### config.mk
export PLATFORM = sky130hd
export DESIGN_NAME = fpcc_counter
export DESIGN_NICKNAME = d
export VERILOG_FILES = /design/src/verilog/fpcc_pkg.sv /design/src/verilog/fpcc_counter.sv /design/src/verilog/fpcc_sync.sv
export SDC_FILE = /design/constraint.sdc
export NUM_CORES = 1
export LEC_CHECK = 0
export ABC_CLOCK_PERIOD_IN_PS = 6400
export BUFFER_PORTS_ARGS = -buffer_cell sky130_fd_sc_hd__buf_2
export CAP_MARGIN = 20
export CORE_MARGIN = 2
export CORE_UTILIZATION = 45
export CTS_BUF_LIST = sky130_fd_sc_hd__clkbuf_4
export CTS_CLUSTER_SIZE = 24
export DETAILED_ROUTE_END_ITERATION = 7
export PLACE_DENSITY = 0.61
export RECOVER_POWER = 100
export SYNTH_ARGS = -nofsm -noshare
export SYNTH_HDL_FRONTEND = slang
export SYNTH_SLANG_ARGS = --single-unit
### constraint.sdc
create_clock -name clock -period 6.4 [get_ports clock]
set_input_delay 0.32 -clock clock [delete_from_list [all_inputs] [get_ports clock]]
set_output_delay 0.32 -clock clock [all_outputs]
set_load 0.005 [all_outputs]
### src/verilog/fpcc_pkg.sv
// Package with the register map, codes and timing of the pulse counter
package fpcc_pkg;

	// ****************************************************************
	// Register byte addresses
	// ****************************************************************
	localparam logic [7:0] ADDR_CONFIG = 8'h00;
	localparam logic [7:0] ADDR_NEXT_DIR = 8'h04;
	localparam logic [7:0] ADDR_NEXT_COUNT = 8'h08;
	localparam logic [7:0] ADDR_NEXT_COMPARE = 8'h0C;
	localparam logic [7:0] ADDR_NEXT_GATE = 8'h10;
	localparam logic [7:0] ADDR_CALL = 8'h14;
	localparam logic [7:0] ADDR_RESULT = 8'h18;
	localparam logic [7:0] ADDR_COUNT = 8'h1C;
	localparam logic [7:0] ADDR_COMPARE = 8'h20;
	localparam logic [7:0] ADDR_FREQ = 8'h24;
	localparam logic [7:0] ADDR_EVENTS = 8'h28;
	localparam logic [7:0] ADDR_MASK = 8'h2C;

	// ****************************************************************
	// Field positions
	// ****************************************************************
	localparam int CFG_EXT_DIR_BIT = 0;
	localparam int CFG_FREQ_MODE_BIT = 1;
	localparam int CFG_RESET_EN_BIT = 2;
	localparam int REQ_DIR_BIT = 0;
	localparam int REQ_COUNT_BIT = 1;
	localparam int REQ_COMPARE_BIT = 2;
	localparam int REQ_GATE_BIT = 3;
	localparam int CALL_ID_LSB = 8;
	localparam int RESULT_SUCCESS_BIT = 16;
	localparam int RESULT_BUSY_BIT = 17;
	localparam int EVT_MATCH_BIT = 0;
	localparam int EVT_RESET_BIT = 1;
	localparam int EVT_DIR_BIT = 2;
	localparam int SYNC_CLK_BIT = 0;
	localparam int SYNC_DIR_BIT = 1;
	localparam int SYNC_RST_BIT = 2;

	// ****************************************************************
	// Codes and reset values
	// ****************************************************************
	localparam logic [15:0] DIR_UP = 16'h0001;
	localparam logic [15:0] DIR_DOWN = 16'hFFFF;
	localparam logic [15:0] STATUS_OK = 16'h0000;
	localparam logic [15:0] STATUS_BAD_ID = 16'h80A1;
	localparam logic [15:0] STATUS_BAD_DIR = 16'h80B1;
	localparam logic [15:0] STATUS_BAD_COUNT = 16'h80B2;
	localparam logic [15:0] STATUS_BAD_COMPARE = 16'h80B3;
	localparam logic [15:0] STATUS_BAD_GATE = 16'h80B4;
	localparam logic [15:0] STATUS_CLASH = 16'h80C0;
	localparam logic [1:0] GATE_SEL_10MS = 2'h0;
	localparam logic [1:0] GATE_SEL_100MS = 2'h1;
	localparam logic [1:0] GATE_SEL_1S = 2'h2;
	localparam logic [2:0] CONFIG_RESET = 3'h0;
	localparam logic [31:0] COMPARE_RESET = 32'h0000_0000;
	localparam logic [1:0] GATE_SEL_RESET = 2'h2;

	// ****************************************************************
	// Timing
	// ****************************************************************
	localparam int CLOCK_PERIOD_NS = 100;
	localparam int GATE_10MS_NS = 10_000_000;
	localparam int GATE_100MS_NS = 100_000_000;
	localparam int GATE_1S_NS = 1_000_000_000;
	localparam int GATE_10MS_CYCLES = GATE_10MS_NS / CLOCK_PERIOD_NS;
	localparam int GATE_100MS_CYCLES = GATE_100MS_NS / CLOCK_PERIOD_NS;
	localparam int GATE_1S_CYCLES = GATE_1S_NS / CLOCK_PERIOD_NS;
	localparam int SCALE_10MS = 100;
	localparam int SCALE_100MS = 10;
	localparam int SCALE_1S = 1;

endpackage : fpcc_pkg

### src/verilog/fpcc_counter.sv
// Fast pulse counter with control call, compare, events and frequency
//
// Design decisions made here: the placing of the registers and strobed register access.
`timescale 1ns/1ps

module fpcc_counter
	import fpcc_pkg::*;
#(
	parameter logic [7:0] COUNTER_ID = 8'h01, // Arbitrary identifier
	parameter int GATE_10MS = GATE_10MS_CYCLES,
	parameter int GATE_100MS = GATE_100MS_CYCLES,
	parameter int GATE_1S = GATE_1S_CYCLES
) (
	input wire logic clock,
	input wire logic reset_n,
	input wire logic [7:0] busAddr,
	input wire logic [31:0] busWrData,
	input wire logic busWrite,
	input wire logic busRead,
	output logic [31:0] busRdData,
	input wire logic pulseClockPin,
	input wire logic pulseDirPin,
	input wire logic pulseResetPin,
	output logic irq,
	output logic compareOut,
	output logic successOut,
	output logic busyOut
);

	// ****************************************************************
	// Elaboration checks
	// ****************************************************************
	if (GATE_10MS < 1 || GATE_100MS < 1 || GATE_1S < 1 ||
		GATE_10MS >= 2 ** 24 || GATE_100MS >= 2 ** 24 ||
		GATE_1S >= 2 ** 24) begin : gBadGate
		$error("Gate period counts must lie in 1 to 2**24-1");
	end

	// ****************************************************************
	// State
	// ****************************************************************
	typedef struct packed {
		logic [2:0] setup;
		logic [15:0] nextDir;
		logic [31:0] nextCount;
		logic [31:0] nextCompare;
		logic [15:0] nextGate;
		logic callPending;
		logic [3:0] callReq;
		logic [7:0] callId;
		logic dirUp;
		logic prevDirUp;
		logic prevClk;
		logic prevRst;
		logic signed [31:0] count;
		logic signed [31:0] compare;
		logic [1:0] gateSel;
		logic [23:0] gateCnt;
		logic [31:0] pulseAcc;
		logic [31:0] freq;
		logic [15:0] status;
		logic success;
		logic busy;
		logic [2:0] events;
		logic [2:0] mask;
		logic [31:0] rdData;
		logic irq;
		logic compareOut;
	} fpcc_state_type;

	fpcc_state_type s_q;
	fpcc_state_type s_d;

	logic [2:0] syncIn;
	logic clkRise;
	logic rstLevel;
	logic callWrite;
	logic clash;
	logic loadOk;
	logic effDirUp;
	logic extDir;
	logic freqMode;
	logic [15:0] callStatus;
	logic [23:0] gateLimit;
	logic [31:0] accNext;
	logic [2:0] evtSet;
	logic [2:0] evtClear;

	fpcc_sync #(
		.WIDTH(3)
	) uSync (
		.clock(clock),
		.reset_n(reset_n),
		.pinIn({pulseResetPin, pulseDirPin, pulseClockPin}),
		.syncOut(syncIn)
	);

	// ****************************************************************
	// Next state
	// ****************************************************************
	always_comb begin
		s_d = s_q;
		extDir = s_q.setup[CFG_EXT_DIR_BIT];
		freqMode = s_q.setup[CFG_FREQ_MODE_BIT];
		clkRise = syncIn[SYNC_CLK_BIT] & ~s_q.prevClk;
		// External reset only exists in counting mode
		rstLevel = syncIn[SYNC_RST_BIT] & s_q.setup[CFG_RESET_EN_BIT] &
			~freqMode;
		callWrite = busWrite && (busAddr == ADDR_CALL);
		clash = s_q.callPending & callWrite;
		evtSet = 3'h0;
		evtClear = 3'h0;
		s_d.prevClk = syncIn[SYNC_CLK_BIT];
		s_d.prevRst = rstLevel;
		s_d.busy = 1'b0;

		// Checks of a pending call, first failure wins
		callStatus = STATUS_OK;
		if (s_q.callId != COUNTER_ID) begin
			callStatus = STATUS_BAD_ID;
		end else if (s_q.callReq[REQ_DIR_BIT] && !extDir &&
			s_q.nextDir != DIR_UP && s_q.nextDir != DIR_DOWN) begin
			callStatus = STATUS_BAD_DIR;
		end else if (s_q.callReq[REQ_COUNT_BIT] && freqMode) begin
			callStatus = STATUS_BAD_COUNT;
		end else if (s_q.callReq[REQ_COMPARE_BIT] && freqMode) begin
			callStatus = STATUS_BAD_COMPARE;
		end else if (s_q.callReq[REQ_GATE_BIT] && (!freqMode ||
			s_q.nextGate > {14'h0000, GATE_SEL_1S})) begin
			callStatus = STATUS_BAD_GATE;
		end
		// A failing call loads nothing at all
		loadOk = s_q.callPending & ~clash & (callStatus == STATUS_OK);

		// Register writes
		if (busWrite) begin
			if (busAddr == ADDR_CONFIG) begin
				s_d.setup = busWrData[2:0];
			end else if (busAddr == ADDR_NEXT_DIR) begin
				s_d.nextDir = busWrData[15:0];
			end else if (busAddr == ADDR_NEXT_COUNT) begin
				s_d.nextCount = busWrData;
			end else if (busAddr == ADDR_NEXT_COMPARE) begin
				s_d.nextCompare = busWrData;
			end else if (busAddr == ADDR_NEXT_GATE) begin
				s_d.nextGate = busWrData[15:0];
			end else if (busAddr == ADDR_MASK) begin
				s_d.mask = busWrData[2:0];
			end
		end

		// Control call: captured, executed in the next cycle
		if (s_q.callPending) begin
			s_d.callPending = 1'b0;
			s_d.status = clash ? STATUS_CLASH : callStatus;
			s_d.success = !clash && callStatus == STATUS_OK;
		end else if (callWrite) begin
			s_d.callPending = 1'b1;
			s_d.callReq = busWrData[3:0];
			s_d.callId = busWrData[CALL_ID_LSB+:8];
		end

		// Loads; every flagged one in the same cycle, direction only when extDir is clear
		if (loadOk && s_q.callReq[REQ_DIR_BIT] && !extDir) begin
			s_d.dirUp = (s_q.nextDir == DIR_UP);
		end
		if (loadOk && s_q.callReq[REQ_COMPARE_BIT]) begin
			s_d.compare = s_q.nextCompare;
		end
		effDirUp = extDir ? syncIn[SYNC_DIR_BIT] : s_d.dirUp;
		s_d.prevDirUp = effDirUp;

		// Count path
		if (clkRise && !freqMode) begin
			if (effDirUp) begin
				s_d.count = s_q.count + 32'sh0000_0001;
			end else begin
				s_d.count = s_q.count - 32'sh0000_0001;
			end
		end
		if (loadOk && s_q.callReq[REQ_COUNT_BIT]) begin
			s_d.count = s_q.nextCount;
		end
		if (rstLevel) begin
			s_d.count = 32'sh0000_0000;
		end

		// Frequency gate
		if (s_q.gateSel == GATE_SEL_10MS) begin
			gateLimit = 24'(GATE_10MS - 1);
		end else if (s_q.gateSel == GATE_SEL_100MS) begin
			gateLimit = 24'(GATE_100MS - 1);
		end else begin
			gateLimit = 24'(GATE_1S - 1);
		end
		accNext = s_q.pulseAcc + {31'h0000_0000, clkRise};
		if (loadOk && s_q.callReq[REQ_GATE_BIT]) begin
			s_d.gateSel = s_q.nextGate[1:0];
			s_d.gateCnt = 24'h00_0000;
			s_d.pulseAcc = 32'h0000_0000;
		end else if (!freqMode) begin
			s_d.gateCnt = 24'h00_0000;
			s_d.pulseAcc = 32'h0000_0000;
		end else if (s_q.gateCnt == gateLimit) begin
			// Scale to pulses per second whatever the period
			if (s_q.gateSel == GATE_SEL_10MS) begin
				s_d.freq = 32'(accNext * SCALE_10MS);
			end else if (s_q.gateSel == GATE_SEL_100MS) begin
				s_d.freq = 32'(accNext * SCALE_100MS);
			end else begin
				s_d.freq = 32'(accNext * SCALE_1S);
			end
			s_d.gateCnt = 24'h00_0000;
			s_d.pulseAcc = 32'h0000_0000;
		end else begin
			s_d.gateCnt = s_q.gateCnt + 24'h00_0001;
			s_d.pulseAcc = accNext;
		end

		// Events
		if (!freqMode && s_d.count != s_q.count &&
			s_d.count == s_d.compare) begin
			evtSet[EVT_MATCH_BIT] = 1'b1;
		end
		evtSet[EVT_RESET_BIT] = rstLevel & ~s_q.prevRst;
		evtSet[EVT_DIR_BIT] = effDirUp ^ s_q.prevDirUp;

		// Reads, data in the next cycle
		s_d.rdData = 32'h0000_0000;
		if (busRead) begin
			if (busAddr == ADDR_CONFIG) begin
				s_d.rdData = {29'h0000_0000, s_q.setup};
			end else if (busAddr == ADDR_NEXT_DIR) begin
				s_d.rdData = {16'h0000, s_q.nextDir};
			end else if (busAddr == ADDR_NEXT_COUNT) begin
				s_d.rdData = s_q.nextCount;
			end else if (busAddr == ADDR_NEXT_COMPARE) begin
				s_d.rdData = s_q.nextCompare;
			end else if (busAddr == ADDR_NEXT_GATE) begin
				s_d.rdData = {16'h0000, s_q.nextGate};
			end else if (busAddr == ADDR_RESULT) begin
				s_d.rdData = {14'h0000, s_q.busy, s_q.success, s_q.status};
			end else if (busAddr == ADDR_COUNT) begin
				s_d.rdData = s_q.count;
			end else if (busAddr == ADDR_COMPARE) begin
				s_d.rdData = s_q.compare;
			end else if (busAddr == ADDR_FREQ) begin
				s_d.rdData = s_q.freq;
			end else if (busAddr == ADDR_EVENTS) begin
				s_d.rdData = {29'h0000_0000, s_q.events};
				evtClear = 3'h7;
			end else if (busAddr == ADDR_MASK) begin
				s_d.rdData = {29'h0000_0000, s_q.mask};
			end
		end
		// An event in the clearing read survives
		s_d.events = (s_q.events & ~evtClear) | evtSet;
		s_d.irq = |(s_d.events & s_d.mask);
		s_d.compareOut = s_d.count < s_d.compare;
	end

	always_ff @(posedge clock or negedge reset_n) begin
		if (!reset_n) begin
			s_q <= '0;
			s_q.setup <= CONFIG_RESET;
			s_q.dirUp <= 1'b1;
			s_q.prevDirUp <= 1'b1;
			s_q.compare <= COMPARE_RESET;
			s_q.gateSel <= GATE_SEL_RESET;
			s_q.status <= STATUS_OK;
			s_q.success <= 1'b1;
		end else begin
			s_q <= s_d;
		end
	end

	assign busRdData = s_q.rdData;
	assign irq = s_q.irq;
	assign compareOut = s_q.compareOut;
	assign successOut = s_q.success;
	assign busyOut = s_q.busy;
endmodule : fpcc_counter

### src/verilog/fpcc_sync.sv
// Two-stage synchroniser for the pulse source pins
`timescale 1ns/1ps
module fpcc_sync #(
	parameter int WIDTH = 3
) (
	input wire logic clock,
	input wire logic reset_n,
	input wire logic [WIDTH-1:0] pinIn,
	output logic [WIDTH-1:0] syncOut
);

	typedef struct packed {
		logic [WIDTH-1:0] first;
		logic [WIDTH-1:0] second;
	} fpcc_sync_type;

	fpcc_sync_type s_q;
	fpcc_sync_type s_d;

	// The first stage feeds only the second stage
	always_comb begin
		s_d = s_q;
		s_d.first = pinIn;
		s_d.second = s_q.first;
	end

	always_ff @(posedge clock or negedge reset_n) begin
		if (!reset_n) begin
			s_q <= '0;
		end else begin
			s_q <= s_d;
		end
	end

	assign syncOut = s_q.second;

endmodule : fpcc_sync
==> results of run 1 <==
-- cell families after synthesis --
group	Yosys count
AO/OA/AOI/OAI	592
XOR/XNOR	122
adder cells (fa/ha/maj)	228
buffers and inverters	309
flip-flops	324
multiplexers	167
other	1
AND/OR/NAND/NOR	645
-- Yosys cell counts, drive strengths merged (7+ instances only) --
library cell    n
dfrtp         320
ha            202
nor2          191
inv           188
nand2         169
a21oi         142
mux2          140
o21ai         104
xnor2          64
buf            63
nand3          58
xor2           58
clkbuf         57
a22oi          47
a31oi          42
a21o           41
nand4          40
nor3           34
a211oi         30
a222oi         29
mux2i          27
fa             26
nor4           26
and3           21
o211ai         20
nand2b         19
nor2b          17
o21a           16
and2           14
a221oi         11
o31ai          11
o21bai         10
or3            10
a211o           9
and4            9
o2111ai         9
o22ai           9
nor4b           7
o2bb2ai         7
-- worst paths after layout --
check	start	end	slack, ns	cells past startpoint
min in group asynchronous	reset_n	s_q[89]	1.80	2
hold reg to reg	uSync.s_d[0]	uSync.syncOut[0]	0.34	0
hold / removal	busAddr[2]	busRdData[2]	0.09	5
setup / recovery	s_q[244]	irq	0.26	26
max in group asynchronous	reset_n	busRdData[16]	1.44	3
setup reg to reg	s_q[244]	irq	0.26	26
-- stage by stage --
step,hold slack (ns),util [%],cells,setup TNS (ns),setup WS [ns]
finish,0.09015,52.35,3344,0,0.2589
global route,0.08885,52.35,3344,-0.1794,-0.1342
CTS,0.001381,51.75,3334,0,0.02010
detailed placement,0.3418,48.50,3125,-0.09120,-0.09120
global placement,0.3369,48.45,3123,-0.1506,-0.1415
floorplan,0.02441,-,2388,0,0.4073
-- where the power goes --
| part | total [mW] | internal (mW) | switching (mW) |
|---|---|---|---|
| combinational | 1.14 | 0.521 | 0.620 |
| sequential | 2.37 | 2.15 | 0.219 |
| clock | 1.95 | 1.03 | 0.928 |
-- registers in the layout (all words and copies together), names as in the netlist --
signal,cells
busRdData,32
irq,1
s_q,281
uSync.syncOut,3
freqMode,1
successOut,1
extDir,1
compareOut,1
uSync.s_d,3
-- timing repair --
action / 4_1_cts / 5_1_grt
hold buffers: 43 / 0
pin swaps: 0 / 30
gates cloned: 0 / 3
gates resized for setup: 2 / 49
setup endpoints to repair: 2 / 3
hold endpoints to repair: 208 / 0
setup buffers: 0 / 5
-- area by class of cell --
cell class | instances | area, um^2
Inverter | 189 | 714.4
Sequential cell | 324 | 8113
Fill cell | 4691 | 23810
Tap cell | 672 | 840.8
Timing Repair Buffer | 235 | 1713
Clock buffer | 145 | 1089
Antenna cell | 2 | 5.005
Multi-Input combinational cell | 1755 | 13580
Clock inverter | 21 | 100.1
Timing Repair inverter | 1 | 5.005
-- layer usage --
| layer | share of wire, % | vias to the layer above | global-route usage [%] |
|---|---|---|---|
| li1 | - | 9163 | - |
| met1 | 44 | 9691 | 35.12 |
| met2 | 47 | 680 | 42.49 |
| met3 | 6.7 | 118 | 5.377 |
| met4 | 3.0 | 2 | 10.50 |
| met5 | 0.018 | - | 0 |
-- worst min-delay path, cell delays in order --
cell	delay, ns
buf_2	0.09
buf_4	0.18
mux2i_1	0.09
nand2_1	0.05
and3_1	0.15
==> flow_metrics.tcl, run 1 <==
set metrics [dict create \
    yosys.area_share.adder_pct 13.41 \
    routedWlPerCell_um 21.13 \
    post_synth_mux_area_share_pct 8.127 \
    number_of_maximum_capacitance_violations 1 \
    layout_worst_path_cycle_share_pct 95.95 \
    crit_path_max_fanout 7 \
    hpwlAfterDp_mm 51.75 \
    grt-ovfl-total 0 \
    cellLeakagePower_nw 12.95 \
    clock_tree_from_tritoncts "done" \
    routabilityCongestion 0.9167 \
    synth_compound_area_share_pct 18.11 \
    critPathTopFamily "compound AO/OA/AOI/OAI gates" \
    initial_utilization_pct 45.48 \
    ys.flop_type "dfrtp_1" \
    placementRows 82 \
    final_common_cell "dfrtp_1" \
    clock_latency_of_the_later_clocked_register_in_the_worst_skew_pair_ns 0.85 \
    power_total_mw 5.465 \
    synth_top_area_share_pct 35.24 \
    timing.clock.skew_ns 0.06183 \
    ctsRootBufferMaster "clkbuf_4" \
    synthesized_instance_count 2388 \
    route.vias.total 19650 \
    finalSetupViolCount 0 \
    quantity_of_i_o_buffers_inserted_on_ports 81 \
    routed_wirelength_mm 70.66 \
    synth_edf_count 0 \
    ant_nets 0 \
    worst_pin_slew_ns 4.832 \
    synth_warn 0 \
    syn_area_per_cell_um2 9.516 \
    cts.sink_count 324 \
    timing.final.max_slew_violations 87 \
    grt.total_usage_pct 26.48 \
    crit_slowest_cell "or4_1" \
    drc 0 \
    drt-initial-drc-count 1610 \
    critPathCaptureType "register" \
    clock_tree.htree_level_count 3 \
    floorplan.die_area_um2 52310 \
    firstDrtPassIters 6 \
    hold_viol 0 \
    syn2layout_area_growth_pct 15.11 \
    timing_worst_setup_path_type "register to register" \
    slew_headroom_pct -222.1 \
    status "complete, but fails checks" \
    core_area_um2 49970 \
    synth_nets 2663 \
    hold_path.class "primary input to register" \
    die_w_um 228.7 \
    mostFrequentLayoutCells "dfrtp_1, ha_1, nor2_1" \
    antenna_found_initial 3 \
    crit_required_ns 7.16 \
    synth_seq_cells 324 \
    synth_seq_area_share_pct 35.70 \
    setup.worst_path.start_class "register" \
    grt_setup_unrepaired "true" \
    placed_area_um2 24230 \
    netlist-cell-type-count 102 \
    mappedNetlistArea_um2 22720 \
    main_area_contributors_after_synthesis "dfrtp_1, ha_1, mux2_2" \
    fmaxAchievable_ghz 0.1628 \
    failed_checks "max-capacitance violations, max-slew violations" \
    clock_tree.buffer_depth 3 \
    numCtsBuffers 94 \
    period_minus_slack_ns 6.141 \
    combinational_family_with_the_most_area_after_synthesis "compound AO/OA/AOI/OAI gates" \
    timing.critical_path.buf_inv 3 \
    cts.clk_slew.worst_paths_ns 0.06 \
    dieHeight_um 228.7 \
    routed_via_density 5.877 \
    grt_start_max_net_pins 142 \
    layout.cell_area.non_filler_um2 26160 \
    vdd.ir_drop.worst_mv 0.1080 \
    grt_pass1_vias 19760 \
    xor_xnor_fraction_of_synth_area_pct 4.735 \
    boundaryPins 83 \
    pwr_density_cell_nw_per_um2 208.9 \
    synth_simple_gate_area_share_pct 14.11 \
    postSynth.asyncResetShare_pct 100.0 \
    grt_first_pass_wirelength_mm 109.1 \
    worst-endpoint-arrival_ns 6.90 \
    post_route_cells_drive_above_1_share_pct 20.71 \
    fin_nets 2875 \
    yosysTopAreaCell "dfrtp_1" \
    slowest_delay_ns 0.54 \
]
Note: power is estimated with default switching activity, not from simulation.
==> inputs of run 2 (changes only) <==
--- a/config.mk
+++ b/config.mk
@@ -14,7 +14,6 @@
 export CTS_CLUSTER_SIZE = 24
 export DETAILED_ROUTE_END_ITERATION = 7
 export PLACE_DENSITY = 0.61
-export RECOVER_POWER = 100
 export SYNTH_ARGS = -nofsm -noshare
 export SYNTH_HDL_FRONTEND = slang
 export SYNTH_SLANG_ARGS = --single-unit
==> flow_metrics.tcl, run 2 (same netlist as run 1, synthesis figures left out) <==
set metrics [dict create \
    final_common_cell "dfrtp_1" \
    hpwlAfterDp_mm 51.75 \
    crit_path_max_fanout 7 \
    fmaxAchievable_ghz 0.1623 \
    hold_path.class "primary input to register" \
    routedWlPerCell_um 21.10 \
    setup_slack_ns 0.2390 \
    grt_setup_unrepaired "true" \
    timing_worst_setup_path_type "register to register" \
    placedCellCount 3125 \
    mostFrequentLayoutCells "dfrtp_1, ha_1, nor2_1" \
    ant_nets 0 \
    internal_power_mw 3.700 \
    quantity_of_i_o_buffers_inserted_on_ports 81 \
    boundaryPins 83 \
    grt_first_pass_wirelength_mm 109.1 \
    status "complete, no violations" \
    vdd.ir_drop.worst_mv 0.1100 \
    hold_path_depth 5 \
    post_route_cells_drive_above_1_share_pct 21.76 \
    routabilityCongestion 0.9167 \
    core_area_um2 49970 \
    initial_utilization_pct 45.48 \
    rr_endpoint "irq" \
    final.setup.tns_ns 0 \
    dieHeight_um 228.7 \
    grt_start_max_net_pins 142 \
    crit_required_ns 7.16 \
    numCtsBuffers 94 \
    route.vias.total 19660 \
    worst-endpoint-arrival_ns 6.92 \
    crit_start "s_q[244]" \
    largest_register_ff_count 281 \
    timing.rr.start "s_q[244]" \
    grt_pass1_vias 19760 \
    top_register "s_q" \
    grt.total_usage_pct 26.48 \
    die_w_um 228.7 \
    setup.worst_path.start_class "register" \
    pwr-share-comb_pct 20.9 \
    period_minus_slack_ns 6.161 \
    timing.reg2reg.worst_path_depth 26 \
    switchingPower_mw 1.764 \
    layoutNonFillerInstCount 3344 \
    area_occupied_by_multi_input_gates_um2 13580 \
    antenna_found_initial 3 \
    floorplan.die_area_um2 52310 \
    cts.clk_slew.worst_paths_ns 0.06 \
    cellLeakagePower_nw 13.05 \
    timing.clock.skew_ns 0.05541 \
    critPathCaptureType "register" \
    worst_case_hold_path_end_point "s_q[48]" \
    final_util_pct 52.46 \
    clock_tree.buffer_depth 3 \
    hold_start "busAddr[0]" \
    hold_viol 0 \
    pwr_density_cell_nw_per_um2 208.4 \
    finalSetupViolCount 0 \
    clock_tree_from_tritoncts "done" \
    register_share_of_total_power_pct 43.3 \
    routed_wirelength_mm 70.54 \
    firstDrtPassIters 7 \
    ctsRootBufferMaster "clkbuf_4" \
    number_of_maximum_capacitance_violations 0 \
    grt-ovfl-total 0 \
    regToRegSetupSlack_ns 0.24 \
    clock_power_share_pct 35.8 \
    slew_headroom_pct 21.35 \
    routed_via_density 5.880 \
    switching_share_pct 32.28 \
    clock_tree.htree_level_count 3 \
    drc 0 \
    power_total_mw 5.464 \
    place_worst_setup_slack_ns -0.09120 \
    filler_cell_count 4674 \
    drt-initial-drc-count 1577 \
    clock_latency_of_the_later_clocked_register_in_the_worst_skew_pair_ns 0.84 \
    layout_worst_path_cycle_share_pct 96.27 \
    cts.sink_count 324 \
    placementRows 82 \
    seqCellArea_um2 8113 \
    worst_pin_slew_ns 1.177 \
    fin_nets 2875 \
    timing.final.max_slew_violations 0 \
    syn2layout_area_growth_pct 15.36 \
]
run 2: cell types whose count changed in the layout (fill, tap and decap cells not counted), moves of 2 or more:
cell | previous run | this run
clkbuf_1 | 24 | 0
buf_2 | 59 | 80
buf_4 | 100 | 104
mux2_1 | 4 | 1
mux2_2 | 136 | 139
clkbuf_2 | 2 | 0
run 2: worst max-delay path: stages, from the launching register on:
cell,delay [ns]
dfrtp_1,0.39
nor4_2,0.29
nand4_1,0.24
o41ai_4,0.43
a41o_1,0.27
a2bb2oi_4,0.26
clkinv_4,0.16
buf_8,0.17
ha_4,0.25
o21a_1,0.21
o2111a_1,0.27
o32ai_2,0.30
a211oi_2,0.11
or4_1,0.54
o21ai_2,0.08
xor2_1,0.24
a211oi_2,0.11
a21oi_1,0.16
nor2_1,0.08
ha_1,0.31
nand4_1,0.09
nor4_2,0.21
buf_4,0.17
nand2_4,0.05
or4_4,0.43
nand2b_4,0.16
o21ai_2,0.09
run 2: timing repair:
| action | in CTS | in global routing |
|---|---|---|
| cloned | 0 | 3 |
| buffers inserted | 0 | 5 |
| hold buffers | 43 | 0 |
| endpoints found under the hold margin | 208 | 0 |
| gates resized for setup | 2 | 49 |
| endpoints found under the setup margin | 2 | 3 |
| pin swaps | 0 | 30 |
run 2: how the worst max path moves through the flow:
stage / slack [ns] / depth (start not counted) / end
CTS: 0.02 / 26 / irq
floorplan: 0.41 / 24 / irq
detailed placement: -0.09 / 28 / irq
global route: -0.13 / 26 / irq
finish: 0.24 / 26 / irq
global placement: -0.14 / 28 / irq
run 2: power groups by stage:
stage | sequential, mW | clock, mW | combinational [mW]
2_1_floorplan | 2.28 | 0 | 0.702
3_3_place_gp | 2.39 | 0 | 1.03
3_5_place_dp | 2.39 | 0 | 1.04
4_1_cts | 2.35 | 2.00 | 1.08
5_1_grt | 2.37 | 2.11 | 1.25
6_report | 2.37 | 1.95 | 1.14
run 2: cell type report:
cell class	count	share of cell area (%)
Antenna cell	2	0.01909
Clock buffer	145	4.153
Clock inverter	21	0.3819
Inverter	189	2.726
Multi-Input combinational cell	1755	51.82
Sequential cell	324	30.95
Tap cell	672	3.208
Timing Repair Buffer	235	6.726
Timing Repair inverter	1	0.01909
run 2: through the flow:
stage	hold slack, ns	area (um^2)
4_1_cts	0.001381	25860
3_5_place_dp	0.3418	24230
6_report	0.09820	26210
5_1_grt	0.07666	26210
2_1_floorplan	0.02441	22720
3_3_place_gp	0.3369	24210
run 2: metal layers:
layer	share of wire [%]	up-vias	global-route usage (%)
met3	7.2	136	5.377
met1	43	9658	35.12
met4	3.2	2	10.50
met5	0.018	-	0
li1	-	9138	-
met2	46	728	42.49
